==> config.mk <==
export PLATFORM = sky130hd
export DESIGN_NAME = strap_div_config
export DESIGN_NICKNAME = d
export VERILOG_FILES = /design/src/design/strap_div_pkg.sv /design/src/design/strap_div_config.sv /design/src/design/tri_level_sense.sv
export VERILOG_INCLUDE_DIRS = /design/src /design/src/design
export SDC_FILE = /design/constraint.sdc
export NUM_CORES = 1
export LEC_CHECK = 0
export BUFFER_PORTS_ARGS = -buffer_cell sky130_fd_sc_hd__clkbuf_2
export CORE_MARGIN = 8
export CORE_UTILIZATION = 42
export DETAILED_ROUTE_END_ITERATION = 12
export MAX_ROUTING_LAYER = met4
export PLACE_DENSITY = 0.66
export REMOVE_ABC_BUFFERS = 1
export SYNTH_ARGS = -nofsm -noshare
export SYNTH_HDL_FRONTEND = slang
export SYNTH_SLANG_ARGS = --single-unit
export TNS_END_PERCENT = 20
==> constraint.sdc <==
create_clock -name i_clk -period 4.5 [get_ports i_clk]
set_input_delay 0.9 -clock i_clk [delete_from_list [all_inputs] [get_ports i_clk]]
set_output_delay 0.9 -clock i_clk [all_outputs]
set_load 0.02 [all_outputs]
==> src/design/strap_div_consts.svh <==
`ifndef STRAP_DIV_CONSTS_SVH
`define STRAP_DIV_CONSTS_SVH

// register indexes on the plain port
`define REG_SMALL_DIV 2'h0
`define REG_LARGE_DIV 2'h1
`define REG_DELAY_CTL 2'h2
`define REG_STATUS 2'h3

// small divider field: three 3-bit codes holding divide minus one
`define SMALL_CODE_W 3
`define G1_CODE_LSB 0
`define G2_CODE_LSB 3
`define G3_CODE_LSB 6
`define SMALL_CODE_RESET 9'h000

// large divider limits and reset
`define LARGE_DIV_MIN 11'h001
`define LARGE_DIV_MAX 11'h415
`define LARGE_DIV_RESET 11'h001
`define DELAY_EN_BIT 0

// strap-mode divide ratios
`define DIV_SMALL_LOW 4'h1
`define DIV_SMALL_MID 4'h4
`define DIV_SMALL_HIGH 4'h2
`define DIV_LARGE_LOW_MLO 11'h008
`define DIV_LARGE_LOW_MHI 11'h004
`define DIV_LARGE_MID 11'h200
`define DIV_LARGE_HIGH 11'h010

`endif

==> src/design/strap_div_pkg.sv <==
package strap_div_pkg;

	typedef enum logic [1:0] {
		LVL_LOW = 2'h0,
		LVL_MID = 2'h1,
		LVL_HIGH = 2'h2
	} level_t;

	typedef enum logic [2:0] {
		MODE_SERIAL = 3'h1,
		MODE_STRAP_LO = 3'h2,
		MODE_STRAP_HI = 3'h4
	} mode_t;

	typedef struct packed {
		logic [10:0] g4;
		logic [3:0] g3;
		logic [3:0] g2;
		logic [3:0] g1;
	} div_cfg_t;

	typedef struct packed {
		level_t g4;
		level_t g3;
		level_t g2;
		level_t g1;
	} type_cfg_t;

endpackage : strap_div_pkg

==> src/design/strap_div_config.sv <==
// Contract
// - four divider groups; groups 1-3 divide 1 to 8, group four 1 to 1045.
// - group four digital delay is inoperative when its divide value is one.
// - mode pin low: pin0 outs 0-3, pin1 outs 4-11, pin2 gives 8/512/16.
// - mode pin high: pin0 outs 0-7, pin1 outs 8-11, pin2 gives 4/512/16.
// - serial latch strobe pin acts as divider strap two in strap mode.
// - test pin acts as drive type strap zero in strap mode.
// - bank A sync pin is type strap one in strap mode, sync otherwise.
// - three-state mode pin picks serial programming or strap configuration.
`timescale 1ns/1ps
`include "strap_div_consts.svh"
module strap_div_config (
	// clock and reset
	input wire logic i_clk,
	input wire logic i_nrst,
	// three-level pins as upper and lower comparator outputs
	input wire logic i_mode_above,
	input wire logic i_mode_below,
	input wire logic i_div_strap_zero_above,
	input wire logic i_div_strap_zero_below,
	input wire logic i_div_strap_one_above,
	input wire logic i_div_strap_one_below,
	input wire logic i_div_strap_two_above,
	input wire logic i_div_strap_two_below,
	input wire logic i_drive_type_strap_zero_above,
	input wire logic i_drive_type_strap_zero_below,
	input wire logic i_drive_type_strap_one_above,
	input wire logic i_drive_type_strap_one_below,
	input wire logic i_drive_type_strap_two_above,
	input wire logic i_drive_type_strap_two_below,
	// register port
	input wire logic [1:0] i_addr,
	input wire logic [15:0] i_wdata,
	input wire logic i_wr,
	input wire logic i_rd,
	output logic [15:0] o_rdata,
	// applied configuration
	output strap_div_pkg::div_cfg_t o_div,
	output strap_div_pkg::type_cfg_t o_type,
	output logic o_strap_mode,
	output logic o_delay_active,
	output logic o_serial_latch_strobe,
	output logic o_bank_a_sync_request
);
	localparam int NPIN = 7;
	logic [NPIN-1:0] above_w;
	logic [NPIN-1:0] below_w;
	logic [NPIN-1:0] high_sync_w;
	strap_div_pkg::level_t lvl_w [NPIN];

	assign above_w = {i_drive_type_strap_two_above, i_drive_type_strap_one_above,
		i_drive_type_strap_zero_above, i_div_strap_two_above, i_div_strap_one_above,
		i_div_strap_zero_above, i_mode_above};
	assign below_w = {i_drive_type_strap_two_below, i_drive_type_strap_one_below,
		i_drive_type_strap_zero_below, i_div_strap_two_below, i_div_strap_one_below,
		i_div_strap_zero_below, i_mode_below};

	// one resolver per three-level pin
	for (genvar g = 0; g < NPIN; g++) begin : g_sense
		tri_level_sense u_sense (
			.i_clk(i_clk),
			.i_nrst(i_nrst),
			.i_above(above_w[g]),
			.i_below(below_w[g]),
			.o_level(lvl_w[g]),
			.o_high_sync(high_sync_w[g])
		);
	end

	// mode decode: middle level selects serial programming
	strap_div_pkg::mode_t mode_w;
	assign mode_w = (lvl_w[0] == strap_div_pkg::LVL_LOW) ? strap_div_pkg::MODE_STRAP_LO :
		(lvl_w[0] == strap_div_pkg::LVL_HIGH) ? strap_div_pkg::MODE_STRAP_HI :
		strap_div_pkg::MODE_SERIAL;

	// software registers
	logic [8:0] small_code_r;
	logic [10:0] large_div_r;
	logic delay_en_r;
	logic large_ok_w;
	logic wr_small_w;
	logic wr_large_w;
	logic wr_delay_w;
	assign large_ok_w = (i_wdata[10:0] >= `LARGE_DIV_MIN) &&
		(i_wdata[10:0] <= `LARGE_DIV_MAX);
	// out-of-range large divide writes are dropped, old value kept
	assign wr_small_w = i_wr && (i_addr == `REG_SMALL_DIV);
	assign wr_large_w = i_wr && (i_addr == `REG_LARGE_DIV) && large_ok_w;
	assign wr_delay_w = i_wr && (i_addr == `REG_DELAY_CTL);

	always_ff @(posedge i_clk or negedge i_nrst) begin
		if (!i_nrst) begin
			small_code_r <= `SMALL_CODE_RESET;
			large_div_r <= `LARGE_DIV_RESET;
			delay_en_r <= 1'b0;
		end else begin
			if (wr_small_w) begin
				small_code_r <= i_wdata[8:0];
			end
			if (wr_large_w) begin
				large_div_r <= i_wdata[10:0];
			end
			if (wr_delay_w) begin
				delay_en_r <= i_wdata[`DELAY_EN_BIT];
			end
		end
	end

	// strap ratio lookups
	function automatic logic [3:0] small_ratio(input strap_div_pkg::level_t l);
		case (l)
			strap_div_pkg::LVL_LOW: small_ratio = `DIV_SMALL_LOW;
			strap_div_pkg::LVL_MID: small_ratio = `DIV_SMALL_MID;
			strap_div_pkg::LVL_HIGH: small_ratio = `DIV_SMALL_HIGH;
			default: small_ratio = `DIV_SMALL_LOW;
		endcase
	endfunction : small_ratio

	function automatic logic [10:0] large_ratio(input strap_div_pkg::level_t l,
		input logic mode_hi);
		case (l)
			strap_div_pkg::LVL_LOW: large_ratio = mode_hi ? `DIV_LARGE_LOW_MHI :
				`DIV_LARGE_LOW_MLO;
			strap_div_pkg::LVL_MID: large_ratio = `DIV_LARGE_MID;
			strap_div_pkg::LVL_HIGH: large_ratio = `DIV_LARGE_HIGH;
			default: large_ratio = `DIV_LARGE_LOW_MLO;
		endcase
	endfunction : large_ratio

	logic [3:0] pin0_ratio_w;
	logic [3:0] pin1_ratio_w;
	logic [10:0] pin2_ratio_w;
	assign pin0_ratio_w = small_ratio(lvl_w[1]);
	assign pin1_ratio_w = small_ratio(lvl_w[2]);
	assign pin2_ratio_w = large_ratio(lvl_w[3], mode_w == strap_div_pkg::MODE_STRAP_HI);

	strap_div_pkg::div_cfg_t ser_div_w;
	strap_div_pkg::div_cfg_t strap_lo_div_w;
	strap_div_pkg::div_cfg_t strap_hi_div_w;
	strap_div_pkg::type_cfg_t strap_lo_type_w;
	strap_div_pkg::type_cfg_t strap_hi_type_w;
	strap_div_pkg::div_cfg_t div_nxt;
	strap_div_pkg::type_cfg_t type_nxt;

	// serial mode: small codes hold divide minus one, so only 1 to 8 fit
	assign ser_div_w = '{
		g4: large_div_r,
		g3: {1'b0, small_code_r[`G3_CODE_LSB +: `SMALL_CODE_W]} + 4'h1,
		g2: {1'b0, small_code_r[`G2_CODE_LSB +: `SMALL_CODE_W]} + 4'h1,
		g1: {1'b0, small_code_r[`G1_CODE_LSB +: `SMALL_CODE_W]} + 4'h1
	};

	// mode pin low: pin0 feeds group one, pin1 groups two and three
	assign strap_lo_div_w = '{
		g4: pin2_ratio_w,
		g3: pin1_ratio_w,
		g2: pin1_ratio_w,
		g1: pin0_ratio_w
	};
	assign strap_lo_type_w = '{
		g4: lvl_w[6],
		g3: lvl_w[6],
		g2: lvl_w[5],
		g1: lvl_w[4]
	};

	// mode pin high: pin0 feeds groups one and two, pin1 group three
	assign strap_hi_div_w = '{
		g4: pin2_ratio_w,
		g3: pin1_ratio_w,
		g2: pin0_ratio_w,
		g1: pin0_ratio_w
	};
	assign strap_hi_type_w = '{
		g4: lvl_w[6],
		g3: lvl_w[5],
		g2: lvl_w[4],
		g1: lvl_w[4]
	};

	// serial mode leaves the drive-type groups at their low setting
	always_comb begin
		div_nxt = ser_div_w;
		type_nxt = '{default: strap_div_pkg::LVL_LOW};
		case (mode_w)
			strap_div_pkg::MODE_STRAP_LO: begin
				div_nxt = strap_lo_div_w;
				type_nxt = strap_lo_type_w;
			end
			strap_div_pkg::MODE_STRAP_HI: begin
				div_nxt = strap_hi_div_w;
				type_nxt = strap_hi_type_w;
			end
			strap_div_pkg::MODE_SERIAL: begin
				div_nxt = ser_div_w;
			end
			default: begin
				div_nxt = ser_div_w;
			end
		endcase
	end

	logic strap_w;
	logic delay_nxt;
	assign strap_w = (mode_w != strap_div_pkg::MODE_SERIAL);
	// delay only when requested and the large divider is not bypassed
	assign delay_nxt = delay_en_r && (div_nxt.g4 != `LARGE_DIV_MIN);

	logic [15:0] status_w;
	logic [15:0] rdata_nxt;
	assign status_w = {12'h000, o_delay_active, mode_w};
	assign rdata_nxt = (i_addr == `REG_SMALL_DIV) ? {7'h00, small_code_r} :
		(i_addr == `REG_LARGE_DIV) ? {5'h00, large_div_r} :
		(i_addr == `REG_DELAY_CTL) ? {15'h0000, delay_en_r} :
		status_w;

	always_ff @(posedge i_clk or negedge i_nrst) begin
		if (!i_nrst) begin
			o_div <= '{g4: `LARGE_DIV_RESET, g3: 4'h1, g2: 4'h1, g1: 4'h1};
			o_type <= '{default: strap_div_pkg::LVL_LOW};
			o_strap_mode <= 1'b0;
			o_delay_active <= 1'b0;
			o_serial_latch_strobe <= 1'b0;
			o_bank_a_sync_request <= 1'b0;
			o_rdata <= 16'h0000;
		end else begin
			o_div <= div_nxt;
			o_type <= type_nxt;
			o_strap_mode <= strap_w;
			o_delay_active <= delay_nxt;
			o_serial_latch_strobe <= !strap_w && high_sync_w[3];
			o_bank_a_sync_request <= !strap_w && high_sync_w[5];
			o_rdata <= i_rd ? rdata_nxt : 16'h0000;
		end
	end
endmodule : strap_div_config

==> src/design/tri_level_sense.sv <==
`timescale 1ns/1ps
module tri_level_sense (
	// clock and reset
	input wire logic i_clk,
	input wire logic i_nrst,
	// pin comparators
	input wire logic i_above,
	input wire logic i_below,
	// resolved level
	output strap_div_pkg::level_t o_level,
	output logic o_high_sync
);
	logic [1:0] above_s_r;
	logic [1:0] below_s_r;
	strap_div_pkg::level_t level_nxt;

	always_ff @(posedge i_clk or negedge i_nrst) begin
		if (!i_nrst) begin
			above_s_r <= 2'h0;
			below_s_r <= 2'h0;
		end else begin
			above_s_r <= {above_s_r[0], i_above};
			below_s_r <= {below_s_r[0], i_below};
		end
	end

	// neither comparator tripped means the pin floats at mid level
	assign level_nxt = above_s_r[1] ? strap_div_pkg::LVL_HIGH :
		below_s_r[1] ? strap_div_pkg::LVL_LOW : strap_div_pkg::LVL_MID;

	always_ff @(posedge i_clk or negedge i_nrst) begin
		if (!i_nrst) begin
			// cleared synchronisers read as mid, so reset must agree
			o_level <= strap_div_pkg::LVL_MID;
			o_high_sync <= 1'b0;
		end else begin
			o_level <= level_nxt;
			o_high_sync <= above_s_r[1];
		end
	end
endmodule : tri_level_sense

==> results.sh <==
export IMPL_std_cell_rows=35
export IMPL_layout_commonest_cell="dfrtp_1"
export IMPL_power_density_nw_per_um2=425
export IMPL_port_buffers=76
export IMPL_syn_instance_count=272
export IMPL_clk_latency_ns=0.36
export IMPL_cts_buffer_depth=2
export IMPL_cap_viol_max_count=0
export IMPL_yosysSeqAreaShare_pct=70.0
export IMPL_final_max_slew_viol_count=0
export IMPL_fin_setup_tns_ns=0
export IMPL_cts_max_level=3
export IMPL_worst_pin_slew_ns=0.870
export IMPL_grt_pass1_wl_microns=12200
export IMPL_period_share_pct=58.6
export IMPL_postSynthAreaPerCell_sq_um=14.4
export IMPL_synthesis_area_sq_um=3920
export IMPL_layout_drive_gt1_share_pct=37.5
export IMPL_grt_pass1_vias=2366
export IMPL_dp_final_hpwl_microns=5300
export IMPL_post_cts_buffers=0
export IMPL_p_leak_uw=0.00223
export IMPL_synth_area_top_cells="dfrtp_1, dfstp_2, mux2_2"
export IMPL_ys_seq_elements=109
export IMPL_ioPinCount=87
export IMPL_finalHoldViolations=0
export IMPL_overflow=0
export IMPL_core_area_sq_um=9150
export IMPL_finalCriticalPeriod_ns=2.64
export IMPL_cp_required_ns=4.75
export IMPL_fin_worst_skew_ns=0.0105
export IMPL_nNetsFinal=396
export IMPL_cts_made_buffers=9
export IMPL_clkSinkCount=109
export IMPL_fmax_mhz=379
export IMPL_ir_worst_vdd_mv=0.160
export IMPL_start_util_pct=42.8
export IMPL_antenna_left=0
export IMPL_grt_max_degree=73
export IMPL_critPathKind="in -> reg"
export IMPL_holdBufCountCts=0
export IMPL_avgViaCountPerCell=4.71
export IMPL_yosys_area_top_type="dfrtp_1"
export IMPL_die_y_microns=113
export IMPL_rsz0062_at_grt="false"
export IMPL_diodes=0
export IMPL_first_iter_violations=77
export IMPL_hold_class="reg -> reg"
export IMPL_cts_tree="built"
export IMPL_finalWirelength_microns=7480
export IMPL_final_cells=466
export IMPL_dp_cells=450
export IMPL_synth_distinct_cells=32
export IMPL_clkTransAtPathRegs_ns=0.11
export IMPL_yosys_warnings=0
export IMPL_most_common_layout_cells="dfrtp_1, clkbuf_2, nor2_1, mux2_2, dfstp_2"
export IMPL_start_kind="input port"
export IMPL_critPathMaxFanout=10
export IMPL_cts_resized_gates=0
export IMPL_maxSlewHeadroom_pct=42.0
export IMPL_root_buffer="clkbuf_8"
export IMPL_first_pass_iters=4
export IMPL_vias=2194
export IMPL_gp_congestion=0.794
export IMPL_track_usage_pct=12.8
export IMPL_detail_route_wl_per_cell_microns=16.1
export IMPL_die_w_microns=113
export IMPL_drc=0
export IMPL_die_area_sq_um=12700
export IMPL_status="completed"
export IMPL_r2r_slack_ns=2.17
export IMPL_setup_violations=0
export IMPL_crit_path_end_kind="register"
export IMPL_antenna_found_initial=0
export IMPL_synth_top_area_share_pct=61.9
export IMPL_syn2layout_area_growth_pct=16.7
export IMPL_arrival_ns=2.89
==> power breakdown <==
group | internal (uW) | switching [uW] | total (uW) | leakage (uW)
Sequential | 1080 | 65.0 | 1140 | 0.00132
Combinational | 112 | 146 | 259 | 0.000829
Clock | 209 | 333 | 542 | 0.0000881
Total | 1400 | 544 | 1940 | 0.00223
==> area by class of cell <==
type,instances,area [sq um]
well taps,111,139
fillers,822,4580
clock inverters,7,57.6
flip-flops and latches,109,2740
repair buffers,77,390
inverters,10,37.5
multi-input cells,143,1080
clock buffers,9,124
==> synthesized netlist by cell type <==
cell type	instances
inv_1	10
mux4_2	1
conb_1	1
a221oi_4	1
nand3b_1	2
o2bb2ai_1	1
xor2_1	1
buf_4	5
dfstp_2	12
clkbuf_1	8
mux2_2	26
or4_1	3
a211oi_1	1
a21o_1	1
nand2b_1	1
nor3_1	2
ha_1	10
o21ai_0	8
nand4_1	1
buf_1	1
a211o_1	1
and2_1	10
nand2_1	9
xnor2_1	2
nor2b_1	8
and4_1	3
a22oi_1	3
dfrtp_1	97
a21oi_1	5
mux2i_1	11
nor2_1	26
o41a_1	1
==> metal layers <==
metal	GRT usage [%]	share of wire [%]	wire, microns	vias to the layer above
li1	-	-	-	1057
met1	15.2	43	3230	1079
met2	20.0	50	3770	48
met3	3.76	4.8	360	10
met4	5.49	1.6	121	0
met5	-	0	0	-
==> path summary, 6_finish.rpt <==
check | start | to | cells after the start
max | i_wdata[7] | large_div_r[6] | 5
min | g_sense[5].u_sense.below_s_r[0] | g_sense[5].u_sense.below_s_r[1] | 0
max reg2reg | g_sense[0].u_sense.o_level[0] | o_delay_active | 3
min reg2reg | g_sense[5].u_sense.below_s_r[0] | g_sense[5].u_sense.below_s_r[1] | 0
max in group asynchronous | i_nrst | g_sense[4].u_sense.o_level[0] | 2
min in group asynchronous | i_nrst | g_sense[0].u_sense.below_s_r[0] | 1
==> worst max-delay path: stages <==
cell,delay [ns]
clkbuf_2,0.10
or4_1,0.56
a211o_1,0.33
a221oi_4,0.58
mux2_2,0.41
==> state kept, by name (all words and copies together) (netlist names) <==
register and cells:
g_sense.u_sense.below_s_r 14, o_serial_latch_strobe 1, g_sense.u_sense.o_high_sync 2, small_code_r 9, g_sense.u_sense.above_s_r 14, delay_en_r 1, o_rdata 11, o_div 23
o_bank_a_sync_request 1, o_delay_active 1, o_strap_mode 1, o_type 8, large_div_r 11, g_sense.u_sense.o_level 12
==> through the flow <==
| stage | setup WS, ns | util, % | hold slack, ns | area [sq um] | power, uW |
|---|---|---|---|---|---|
| after floorplan | 1.82 | - | 0.331 | 3860 | 1310 |
| after global placement | 1.51 | 48.0 | 0.332 | 4390 | 1420 |
| after detailed placement | 1.48 | 48.0 | 0.335 | 4390 | 1430 |
| after CTS | 1.89 | 50.0 | 0.354 | 4570 | 1980 |
| after global routing | 1.80 | 50.0 | 0.357 | 4570 | 2060 |
| final | 1.86 | 50.0 | 0.348 | 4570 | 1940 |
==> kinds of logic (layout without fill, tap and decap cells) <==
kind of cell,count (synthesis),in the layout,synth area share (%)
AOI/OAI and AO/OA,22,22,4.02
adders and majority gates,10,10,3.19
muxes,38,38,10.9
DFF,109,109,70.0
buffers and inverters,24,103,2.78
xor gates and xnor gates,3,3,0.670
other,1,5,0.0957
and+or+nand+nor,65,65,8.43
(Power assumes the default switching activity.)
